$ cat config.mk
export PLATFORM = sky130hd
export DESIGN_NAME = dual_cpu_vid_capture
export DESIGN_NICKNAME = d
export VERILOG_FILES = /design/src/hdl/vid_capture_pkg.sv /design/src/hdl/vid_filter_if.sv /design/src/hdl/vid_stability_filter.sv /design/src/hdl/dual_cpu_vid_capture.sv
export SDC_FILE = /design/constraint.sdc
export NUM_CORES = 1
export LEC_CHECK = 0
export ABC_CLOCK_PERIOD_IN_PS = 2800
export BUFFER_PORTS_ARGS = -buffer_cell sky130_fd_sc_hd__clkbuf_2
export CELL_PAD_IN_SITES_DETAIL_PLACEMENT = 0
export CELL_PAD_IN_SITES_GLOBAL_PLACEMENT = 1
export CORE_ASPECT_RATIO = 0.75
export CORE_MARGIN = 2
export CORE_UTILIZATION = 28
export DETAILED_ROUTE_END_ITERATION = 8
export GPL_ROUTABILITY_DRIVEN = 0
export GPL_TIMING_DRIVEN = 1
export PLACE_DENSITY = 0.57
export SLEW_MARGIN = 20
export SYNTH_ARGS = -nofsm -noshare
export SYNTH_HDL_FRONTEND = slang
export SYNTH_SLANG_ARGS = --single-unit
$ cat constraint.sdc
create_clock -name clk_sys -period 2.8 [get_ports clk_sys]
set_input_delay 0.56 -clock clk_sys [delete_from_list [all_inputs] [get_ports clk_sys]]
set_output_delay 0.56 -clock clk_sys [all_outputs]
set_load 0.02 [all_outputs]
$ cat src/hdl/vid_capture_pkg.sv
package vid_capture_pkg;

	// Register offsets on the byte-wide register port.
	localparam logic [7:0] CPU_ONE_VOLTAGE_CODE_OFFSET = 8'h6c;
	localparam logic [7:0] CPU_TWO_VOLTAGE_CODE_OFFSET = 8'h6d;
	localparam logic [7:0] VID_MODE_CTRL_OFFSET        = 8'hbd;

	// Reset values of the registers.
	localparam logic [7:0] VOLTAGE_CODE_RESET = 8'h00;
	localparam logic [1:0] VID_MODE_RESET     = 2'h0;

	// Position of the mode field inside the mode control register.
	localparam int VID_MODE_LSB = 0;
	localparam int VID_MODE_MSB = 1;

	// Encodings of the identification mode field.
	localparam logic [1:0] MODE_SIX_BIT_LEGACY     = 2'h0;
	localparam logic [1:0] MODE_SEVEN_BIT_EXTENDED = 2'h1;
	localparam logic [1:0] MODE_NEWER_REGULATOR_1  = 2'h2;
	localparam logic [1:0] MODE_NEWER_REGULATOR_2  = 2'h3;

	// Width of one processor's identification pin group.
	localparam int VID_WIDTH = 8;

	// Stability time and the clock period, in nanoseconds.
	localparam int VID_STABLE_NS = 600;
	localparam int CLK_PERIOD_NS = 40;

	// Least stable time rounds up to whole cycles, never less than one.
	localparam int STABLE_CYCLES_RAW = (VID_STABLE_NS + CLK_PERIOD_NS - 1) / CLK_PERIOD_NS;
	localparam int STABLE_CYCLES     = (STABLE_CYCLES_RAW < 1) ? 1 : STABLE_CYCLES_RAW;

	// Width of the stability counter and its terminal value.
	localparam int STABLE_CNT_W = 5;
	localparam logic [STABLE_CNT_W-1:0] STABLE_CNT_DONE = STABLE_CNT_W'(STABLE_CYCLES);

endpackage

$ cat src/hdl/vid_filter_if.sv
`timescale 1ns/1ns
`default_nettype none

// Carries one processor's raw identification pins into a stability filter
// and brings the qualified code back out.
interface vid_filter_if;
	import vid_capture_pkg::*;

	logic [VID_WIDTH-1:0] pins; // Raw pins, asynchronous to the clock.
	logic [VID_WIDTH-1:0] code; // Last code that stayed stable long enough.

	// The filter takes the pins and drives the qualified code.
	modport filt (
		input  pins,
		output code
	);

	// The user drives the pins and reads the qualified code.
	modport user (
		output pins,
		input  code
	);
endinterface

`default_nettype wire

$ cat src/hdl/vid_stability_filter.sv
`timescale 1ns/1ns
`default_nettype none

// Synchronises one processor's identification pins and passes a new code on
// only after every pin has held still for the full stability time.
module vid_stability_filter (
	input  wire logic      clk_sys,
	input  wire logic      rstn,
	input  wire logic      clk_en,
	vid_filter_if.filt     vid
);
	import vid_capture_pkg::*;

	logic [VID_WIDTH-1:0]    meta_r;     // First synchroniser stage.
	logic [VID_WIDTH-1:0]    sync_r;     // Second synchroniser stage.
	logic [VID_WIDTH-1:0]    held_r;     // Value being timed for stability.
	logic [STABLE_CNT_W-1:0] cnt_r;      // Cycles since the last change.
	logic [STABLE_CNT_W-1:0] cnt_nxt;    // Next counter value.
	logic [VID_WIDTH-1:0]    code_r;     // Qualified code.
	logic                    changed;    // Any pin differs from the held value.
	logic                    cnt_done;   // Held value has been stable long enough.

	// A change on any pin is a difference from the held value.
	assign changed  = (sync_r != held_r);
	assign cnt_done = (cnt_r == STABLE_CNT_DONE);

	// The counter restarts on a change and saturates once stable.
	assign cnt_nxt = changed  ? '0 :
	                 cnt_done ? cnt_r :
	                 STABLE_CNT_W'(cnt_r + 1'b1);

	// Two flip-flops keep metastability away from the compare logic.
	always_ff @(posedge clk_sys or negedge rstn) begin
		if (!rstn) begin
			meta_r <= '0;
			sync_r <= '0;
		end else if (clk_en) begin
			meta_r <= vid.pins;
			sync_r <= meta_r;
		end
	end

	// Track the latest value and time how long it has held.
	always_ff @(posedge clk_sys or negedge rstn) begin
		if (!rstn) begin
			held_r <= '0;
			cnt_r  <= '0;
		end else if (clk_en) begin
			held_r <= sync_r;
			cnt_r  <= cnt_nxt;
		end
	end

	// Only a value that stayed put for the whole time is passed on.
	always_ff @(posedge clk_sys or negedge rstn) begin
		if (!rstn) begin
			code_r <= VOLTAGE_CODE_RESET;
		end else if (clk_en && cnt_done && !changed) begin
			code_r <= held_r;
		end
	end

	assign vid.code = code_r;

endmodule

`default_nettype wire

$ cat src/hdl/dual_cpu_vid_capture.sv
// Chosen here: strobed register access.
`timescale 1ns/1ns
`default_nettype none

// Summary of operation
// CPU one seven-bit mode: pins 6:0, bit7 zero.
// CPU one newer mode one: pins 6:0.
// CPU one newer mode two: pins 7:1, bit0 zero.
// CPU one byte updates after 600 ns stable.
// CPU two byte updates after 600 ns stable.
// CPU two packing follows mode field; resets 00h.
// CPU two legacy mode: pins 5:0, top zero.
// CPU two seven-bit mode: pins 6:0, bit7 zero.
// CPU two newer mode two: pins 7:1, bit0 zero.
// CPU one legacy mode: pins 5:0, top zero.
// Stability counts clocks, restarts on any change.

// Captures both processors' identification codes, qualifies them for
// stability and presents them as read-only bytes packed per the mode field.
module dual_cpu_vid_capture (
	input  wire logic                           clk_sys,
	input  wire logic                           rstn,
	input  wire logic                           clk_en,
	input  wire logic [vid_capture_pkg::VID_WIDTH-1:0] cpu_one_vid_pins,
	input  wire logic [vid_capture_pkg::VID_WIDTH-1:0] cpu_two_vid_pins,
	input  wire logic [7:0]                     reg_addr,
	input  wire logic [7:0]                     reg_wdata,
	input  wire logic                           reg_wr,
	input  wire logic                           reg_rd,
	output logic      [7:0]                     reg_rdata
);
	import vid_capture_pkg::*;

	// One filter link per processor.
	vid_filter_if cpu_one_link ();
	vid_filter_if cpu_two_link ();

	logic [1:0] vid_mode_r;          // Identification mode field.
	logic [7:0] cpu_one_code_r;      // Packed status byte of processor one.
	logic [7:0] cpu_two_code_r;      // Packed status byte of processor two.
	logic [7:0] rdata_r;             // Read data, valid the cycle after a read.

	logic [7:0] one_code;            // Qualified code of processor one.
	logic [7:0] two_code;            // Qualified code of processor two.
	logic [7:0] one_legacy;          // Processor one in six-bit packing.
	logic [7:0] one_seven;           // Processor one in seven-bit packing.
	logic [7:0] one_upper;           // Processor one in pins 7:1 packing.
	logic [7:0] two_legacy;          // Processor two in six-bit packing.
	logic [7:0] two_seven;           // Processor two in seven-bit packing.
	logic [7:0] two_upper;           // Processor two in pins 7:1 packing.
	logic [7:0] cpu_one_code_nxt;    // Next status byte of processor one.
	logic [7:0] cpu_two_code_nxt;    // Next status byte of processor two.
	logic [7:0] rdata_nxt;           // Next read data.
	logic       sel_one;             // Address hits processor one's byte.
	logic       sel_two;             // Address hits processor two's byte.
	logic       sel_mode;            // Address hits the mode register.
	logic       mode_wr;             // Write to the mode register.

	// The raw pins enter the filters; they synchronise internally.
	assign cpu_one_link.pins = cpu_one_vid_pins;
	assign cpu_two_link.pins = cpu_two_vid_pins;

	// Processor one's stability filter.
	vid_stability_filter u_cpu_one_filter (
		.clk_sys (clk_sys),
		.rstn    (rstn),
		.clk_en  (clk_en),
		.vid     (cpu_one_link.filt)
	);

	// Processor two's stability filter.
	vid_stability_filter u_cpu_two_filter (
		.clk_sys (clk_sys),
		.rstn    (rstn),
		.clk_en  (clk_en),
		.vid     (cpu_two_link.filt)
	);

	assign one_code = cpu_one_link.code;
	assign two_code = cpu_two_link.code;

	// Processor one packings; unused bits read as zero.
	assign one_legacy = {2'h0, one_code[5:0]};
	assign one_seven  = {1'b0, one_code[6:0]};
	assign one_upper  = {one_code[7:1], 1'b0};

	// Processor two packings; unused bits read as zero.
	assign two_legacy = {2'h0, two_code[5:0]};
	assign two_seven  = {1'b0, two_code[6:0]};
	assign two_upper  = {two_code[7:1], 1'b0};

	// Processor one's byte selected by the mode field.
	always_comb begin
		unique case (vid_mode_r)
			MODE_SIX_BIT_LEGACY: begin
				cpu_one_code_nxt = one_legacy;
			end
			MODE_SEVEN_BIT_EXTENDED: begin
				cpu_one_code_nxt = one_seven;
			end
			MODE_NEWER_REGULATOR_1: begin
				cpu_one_code_nxt = one_seven;
			end
			MODE_NEWER_REGULATOR_2: begin
				cpu_one_code_nxt = one_upper;
			end
		endcase
	end

	// Processor two's byte selected by the mode field.
	always_comb begin
		unique case (vid_mode_r)
			MODE_SIX_BIT_LEGACY: begin
				cpu_two_code_nxt = two_legacy;
			end
			MODE_SEVEN_BIT_EXTENDED: begin
				cpu_two_code_nxt = two_seven;
			end
			MODE_NEWER_REGULATOR_1: begin
				cpu_two_code_nxt = two_seven;
			end
			MODE_NEWER_REGULATOR_2: begin
				cpu_two_code_nxt = two_upper;
			end
		endcase
	end

	// Address decode for the register port.
	assign sel_one  = (reg_addr == CPU_ONE_VOLTAGE_CODE_OFFSET);
	assign sel_two  = (reg_addr == CPU_TWO_VOLTAGE_CODE_OFFSET);
	assign sel_mode = (reg_addr == VID_MODE_CTRL_OFFSET);
	assign mode_wr  = reg_wr && sel_mode;

	// Read mux; unmapped addresses and reserved bits read as zero.
	assign rdata_nxt = !reg_rd  ? 8'h00 :
	                   sel_one  ? cpu_one_code_r :
	                   sel_two  ? cpu_two_code_r :
	                   sel_mode ? {6'h00, vid_mode_r} :
	                   8'h00;

	// Mode field; the only software-writable state here.
	always_ff @(posedge clk_sys or negedge rstn) begin
		if (!rstn) begin
			vid_mode_r <= VID_MODE_RESET;
		end else if (clk_en && mode_wr) begin
			vid_mode_r <= reg_wdata[VID_MODE_MSB:VID_MODE_LSB];
		end
	end

	// Status bytes follow the qualified codes in the current packing.
	always_ff @(posedge clk_sys or negedge rstn) begin
		if (!rstn) begin
			cpu_one_code_r <= VOLTAGE_CODE_RESET;
			cpu_two_code_r <= VOLTAGE_CODE_RESET;
		end else if (clk_en) begin
			cpu_one_code_r <= cpu_one_code_nxt;
			cpu_two_code_r <= cpu_two_code_nxt;
		end
	end

	// Read data stands only in the cycle after the read strobe.
	always_ff @(posedge clk_sys or negedge rstn) begin
		if (!rstn) begin
			rdata_r <= 8'h00;
		end else if (clk_en) begin
			rdata_r <= rdata_nxt;
		end
	end

	assign reg_rdata = rdata_r;

endmodule

`default_nettype wire

==> results of run 1 <==
## cell usage after synthesis (4+ instances only)
library cell / count / area [sq um]
xor2_1: 8 / 70.1
inv_1: 19 / 71.3
clkbuf_1: 9 / 33.8
xnor2_1: 8 / 70.1
o32ai_1: 4 / 35.0
o21ai_0: 4 / 20.0
ha_1: 6 / 75.1
mux2i_1: 7 / 70.1
nand3_1: 5 / 25.0
dfrtp_1: 100 / 2500
mux2_2: 68 / 766
o2bb2ai_1: 9 / 78.8
mux2_4: 8 / 120
a21oi_1: 5 / 25.0
nand2_1: 7 / 26.3
## logic make-up after synthesis
| logic type | synth area share (%) |
|---|---|
| AO/OA/AOI/OAI | 6.07 |
| XOR/XNOR | 3.25 |
| flip-flops | 58.1 |
| AND/OR/NAND/NOR | 5.57 |
| adder cells (fa/ha/maj) | 1.74 |
| multiplexers | 22.2 |
| buffers and inverters | 3.13 |
## how the worst max path moves through the flow
| stage | endpoint | slack (ps) | cells after the start |
|---|---|---|---|
| finish | u_cpu_one_filter.vid.code[3] | 540 | 4 |
| global route | u_cpu_one_filter.vid.code[3] | 380 | 4 |
| global placement | u_cpu_one_filter.vid.code[2] | 560 | 4 |
| floorplan | u_cpu_two_filter.vid.code[0] | 940 | 6 |
| CTS | u_cpu_one_filter.vid.code[6] | 540 | 4 |
| detailed placement | u_cpu_one_filter.vid.code[3] | 560 | 4 |
## cell type report
| cell class | count | area [sq um] | share of cell area (%) |
|---|---|---|---|
| multi-input cells | 176 | 1670 | 32.8 |
| flip-flops and latches | 100 | 2500 | 49.1 |
| well taps | 205 | 256 | 5.03 |
| clock buffers | 13 | 270 | 5.30 |
| inverters | 20 | 75.1 | 1.47 |
| clock inverters | 3 | 67.6 | 1.32 |
| repair buffers | 43 | 255 | 5.00 |
## cell usage in the layout, fill, tap and decap left out, types with 2 or more instances in the layout
master,n
a22o_1,2
mux2_4,8
a21oi_1,5
nand3_1,5
clkbuf_16,9
clkbuf_2,36
nor4_1,2
xnor2_1,8
buf_12,2
ha_1,6
nor3_1,3
o22ai_1,3
mux2_2,68
dfrtp_1,100
o2bb2ai_1,9
mux2i_1,7
bufinv_16,2
clkbuf_8,3
buf_4,4
nand2b_1,2
xor2_1,8
o32ai_1,4
inv_1,19
and4_1,2
o21ai_0,4
a31oi_1,2
nor4_2,2
nand4_1,3
o31ai_1,2
and3_1,2
nand2_1,7
a21o_1,2
## registers in the layout (all words and copies together), names as in the netlist
register,flops
u_cpu_one_filter.vid.code,8
u_cpu_two_filter.held_r,8
reg_rdata,8
u_cpu_one_filter.cnt_r,5
u_cpu_two_filter.cnt_r,5
u_cpu_one_filter.meta_r,8
u_cpu_one_filter.held_r,8
cpu_one_code_r,8
u_cpu_two_filter.sync_r,8
u_cpu_two_filter.vid.code,8
u_cpu_one_filter.sync_r,8
u_cpu_two_filter.meta_r,8
vid_mode_r,2
cpu_two_code_r,8
## report_power, final
part           internal [W]  switching (W)
logic              0.000170       0.000152
registers           0.00155      0.0000904
clock network      0.000857       0.000525
total               0.00258       0.000768
## routing by layer
layer / track usage (%) / part of all wire [%]
met5: 0 / 0
met4: 3.85 / 1.1
met3: 3.07 / 4.0
met2: 14.0 / 40
met1: 15.6 / 54
## critical path, stage by stage (launching register included)
cell and delay [ps]:
dfrtp_1 430, xor2_1 170, nor4_2 570, and4_1 620, mux2_4 340
## per-stage QoR
stage          std cells  instance area (sq um)  setup WS, ps
3_5_place_dp         544                   4760           556
3_3_place_gp         544                   4760           559
6_report             560                   5100           544
4_1_cts              560                   5100           539
5_1_grt              560                   5100           377
2_1_floorplan        309                   4310           939
==> impl_metrics.yaml, run 1 <==
yosys:
  syn_area_per_cell_sq_um: 13.9
  yosysUniqueCellTypes: 40
  ys_async_sr_fraction_pct: 100
  synth_nets: 352
  yosys_warnings: 0
  ys_seq_area_share_pct: 58.1
  ys_ff_latch: 100
  syn_inst: 309
  synth_edf_count: 0
  synth_ff_type: "dfrtp_1"
  syn-cell-area_sq_mm: 0.00431
cts:
  clk_pin_slew_ps: 70
  cts_resized: 0
  cts_made_buffers: 9
  ctsHoldBuffers: 0
  cts-root-buf: "clkbuf_16"
  cts_tree: "yes"
  htree_levels: 3
  post-cts-setup-buffer-count: 0
  clk-insertion-delay-late_ps: 340
  clkSinkCount: 100
  clk_path_buf_depth: 2
sta:
  fin_hold_ws_ps: 259
  tightest_slew_ps: 679
  finalSetupTns_ps: 0
  clock_skew_ps: 6.81
  relSlewSlack_pct: 54.7
  drv_slew: 0
  period_share_pct: 80.6
  rsz0062_at_grt: "false"
  fin_crit_ps: 2260
  finalHoldViolCount: 0
  finalSetupViolCount: 0
  fmaxAchievable_ghz: 0.443
min_path:
  hp-class: "primary input to asynchronous set/reset pin"
detailed_routing:
  routed_wl_um: 8070
  antenna_left: 0
  dr_total_vias: 2488
  initialDrtViolationCount: 127
  drt_pass1_iterations: 4
  drt-vias-per-instance: 4.44
  drc: 0
  wire_per_inst_um: 14.4
worst_setup_path:
  r2r-end: "u_cpu_one_filter.vid.code[3]"
  arrival_ps: 2480
  startpoint: "u_cpu_one_filter.sync_r[7]"
  endpoint_kind: "register"
  critPathLaunchType: "register"
  r2r_cells: 4
  crit_required_ps: 3030
  reg2reg_from: "u_cpu_one_filter.sync_r[7]"
  ff2ff_setup_slack_ps: 540
  critPathKind: "register to register"
  worstPathMaxFanout: 8
floorplanning:
  die_h_um: 111
  initial_utilization_pct: 28.5
  die-area_sq_mm: 0.0164
  rows: 39
  coreArea_sq_mm: 0.0151
  die-width_um: 147
  ios: 45
placement:
  place_hpwl_um: 5360
  io_buffers: 38
outcome:
  status: "finished, final reports clean"
pwr:
  total_power_w: 0.00334
  ir_worst_vdd_v: 0.000298
  p_per_area_mw_per_mm2: 656
  p_leak_nw: 2.29
cells_and_area:
  utilization_pct: 33.7
  nNetsFinal: 393
  diodes: 0
  nFillCells: 1540
  drive_gt1_share_pct: 39.4
  syn_to_final_growth_pct: 18.3
global_route:
  grt_pass1_vias: 2497
  grt_pass1_wl_um: 13400
  track_usage_pct: 10.4
  gr-total-overflow: 0
  grt_max_degree: 79
  antenna_found_initial: 0
job:
  drv_cap: 0
(Power assumes the default switching activity.)
==> run 2: changes to the inputs <==
--- a/config.mk
+++ b/config.mk
@@ -5,7 +5,8 @@
 export SDC_FILE = /design/constraint.sdc
 export NUM_CORES = 1
 export LEC_CHECK = 0
-export ABC_CLOCK_PERIOD_IN_PS = 2800
+export ABC_AREA = 1
+export ABC_CLOCK_PERIOD_IN_PS = 1900
 export BUFFER_PORTS_ARGS = -buffer_cell sky130_fd_sc_hd__clkbuf_2
 export CELL_PAD_IN_SITES_DETAIL_PLACEMENT = 0
 export CELL_PAD_IN_SITES_GLOBAL_PLACEMENT = 1
@@ -15,7 +16,7 @@
 export DETAILED_ROUTE_END_ITERATION = 8
 export GPL_ROUTABILITY_DRIVEN = 0
 export GPL_TIMING_DRIVEN = 1
-export PLACE_DENSITY = 0.57
+export PLACE_DENSITY = 0.62
 export SLEW_MARGIN = 20
 export SYNTH_ARGS = -nofsm -noshare
 export SYNTH_HDL_FRONTEND = slang
==> constraint.sdc (replaced) <==
create_clock -name clk_sys -period 1.9 [get_ports clk_sys]
set_input_delay 0.38 -clock clk_sys [delete_from_list [all_inputs] [get_ports clk_sys]]
set_output_delay 0.38 -clock clk_sys [all_outputs]
set_load 0.02 [all_outputs]
==> run 2 against run 1 <==
  * Clock skew rose by 3.7 ps
  * Clock power rose by 33%
  * First-iteration DRC count fell by 4.7%
  * Non-clock buffer count rose by 6
  * Critical path depth rose by 5
  * Fmax rose by 48%
  * Worst setup slack got worse by 170 ps
  * Largest power group unchanged
==> impl_metrics.yaml, run 2 <==
outcome:
  status: "finished, final reports clean"
floorplanning:
  die-area_sq_mm: 0.0175
  die-width_um: 152
  die_h_um: 115
  ios: 45
  rows: 40
  initial_utilization_pct: 28.7
  coreArea_sq_mm: 0.0161
sta:
  period_share_pct: 80.5
  fin_crit_ps: 1530
  finalSetupViolCount: 0
  finalSetupTns_ps: 0
  fmaxAchievable_ghz: 0.654
  fin_hold_ws_ps: 228
  drv_slew: 0
  fin_ws_ps: 371
  finalHoldViolCount: 0
  rsz0062_at_grt: "false"
  relSlewSlack_pct: 52.6
  clock_skew_ps: 10.5
  tightest_slew_ps: 710
cells_and_area:
  mostFrequentLayoutCells: "nand2_1, dfrtp_1, inv_1"
  drive_gt1_share_pct: 18.0
  syn_to_final_growth_pct: 16.3
  register_area_sq_mm: 0.00250
  diodes: 0
  nFillCells: 1680
  nNetsFinal: 643
  final_cells: 814
  multi_input_area_sq_mm: 0.00177
  mostFrequentLayoutCell: "nand2_1"
global_route:
  gr-total-overflow: 0
  antenna_found_initial: 0
  grt_max_degree: 44
  track_usage_pct: 11.9
  grt_pass1_wl_um: 16800
  grt_pass1_vias: 3485
min_path:
  min-delay-start: "cpu_one_vid_pins[6]"
  hp-class: "primary input to register"
cts:
  cts-root-buf: "clkbuf_16"
  cts_made_buffers: 9
  clk_pin_slew_ps: 70
  clkSinkCount: 100
  post-cts-setup-buffer-count: 0
  htree_levels: 3
  clk_path_buf_depth: 2
  cts_resized: 0
  cts_tree: "yes"
  clk-insertion-delay-late_ps: 350
  ctsHoldBuffers: 1
worst_setup_path:
  arrival_ps: 1760
  crit_required_ps: 2130
  critPathLaunchType: "register"
  worstPathMaxFanout: 16
  endpoint_kind: "register"
  reg2reg_from: "u_cpu_one_filter.cnt_r[0]"
  startpoint: "u_cpu_one_filter.cnt_r[0]"
  critPathKind: "register to register"
yosys:
  syn-cell-area_sq_mm: 0.00461
  synth_nets: 602
  yosysTopAreaCell: "dfrtp_1"
  ys_async_sr_fraction_pct: 100
  synth_most_common_cell: "nand2_1"
  syn_area_per_cell_sq_um: 8.25
  ys_ff_latch: 100
  yosysUniqueCellTypes: 27
  synth_commonest_cells: "nand2_1, dfrtp_1, inv_1"
  synth_edf_count: 0
  yosys_warnings: 0
  synth_ff_type: "dfrtp_1"
  syn_inst: 559
  synth_top_area_share_pct: 54.3
  ys_seq_area_share_pct: 54.3
  ys_top_cells_by_area: "dfrtp_1, nand2_1, inv_1"
pwr:
  ir_worst_vdd_v: 0.000336
  p_leak_nw: 2.80
  p_per_area_mw_per_mm2: 866
detailed_routing:
  antenna_left: 0
  drt_pass1_iterations: 4
  initialDrtViolationCount: 121
  dr_total_vias: 3491
  routed_wl_um: 9610
  wire_per_inst_um: 11.8
  drc: 0
  drt-vias-per-instance: 4.29
placement:
  place_hpwl_um: 6810
  place_ws_ps: 362
  io_buffers: 38
  placed_cells_incl_taps: 798
job:
  drv_cap: 0
-- run 2: cell types whose count changed in the layout (fill, tap and decap cells not counted), moves of 7 or more --
cell       before  now
nand2_1         7  232
mux2_2         68    0
inv_1          19   48
o21ai_0         4   30
o21ai_1         0   22
inv_2           1   17
o21ai_2         0   16
nor2_1          1   13
nand3_1         5   15
nand4_1         3   12
o2bb2ai_1       9    0
mux2_4          8    0
buf_4           4   11
mux2i_1         7    0
-- run 2: power breakdown --
part | total, W | internal [W] | switching, W
clock | 0.00183 | 0.00102 | 0.000812
sequential | 0.00232 | 0.00224 | 0.0000807
combinational | 0.000494 | 0.000166 | 0.000327
total | 0.00465 | 0.00342 | 0.00122
-- run 2: final timing paths --
kind	slack, ps	endpoint	depth (start not counted)
max	370	u_cpu_one_filter.vid.code[7]	9
min	230	u_cpu_one_filter.meta_r[6]	3
max reg2reg	370	u_cpu_one_filter.vid.code[7]	9
min reg2reg	470	u_cpu_two_filter.cnt_r[4]	2
max in group asynchronous	850	u_cpu_two_filter.held_r[3]	3
min in group asynchronous	480	reg_rdata[2]	2
-- run 2: layout make-up --
class	count	share of cell area [%]
inverter	65	4.55
multi-input combinational	375	33.0
sequential	100	46.7
tap	210	4.90
clock buffer	9	4.20
clock inverter	6	1.21
timing repair buffer	49	5.46
-- run 2: logic make-up (layout without fill, tap and decap cells) --
family | count (synthesis) | after routing | share of synthesized area (%)
and+or+nand+nor | 287 | 287 | 25.7
DFF | 100 | 100 | 54.3
adders and majority gates | 6 | 6 | 1.63
xor gates and xnor gates | 6 | 6 | 1.14
buffers and inverters | 84 | 129 | 7.35
AOI/OAI and AO/OA | 76 | 76 | 9.88
-- run 2: per-stage QoR --
step / power (W) / utilization, % / instance area, sq um
finish: 0.00465 / 33.4 / 5360
detailed placement: 0.00287 / 31.5 / 5060
floorplan: 0.00268 / - / 4610
global placement: 0.00285 / 31.5 / 5060
global route: 0.00491 / 33.4 / 5360
CTS: 0.00474 / 33.4 / 5360
-- run 2: layer usage --
layer	share of wire, %	vias to the layer above	track usage [%]
li1	-	1828	-
met1	52	1627	16.0
met2	44	27	19.2
met3	2.6	9	2.98
met4	1.1	0	3.55
met5	0	-	0
-- run 2: critical path, cell delays in order, from the launching register on --
cell and delay, ps:
dfrtp_1 390, ha_1 200, nand2_1 50, nor2_1 90, ha_1 200, nand2_1 60, inv_1 90, nand2_4 150
nand2_1 120, o21ai_2 50
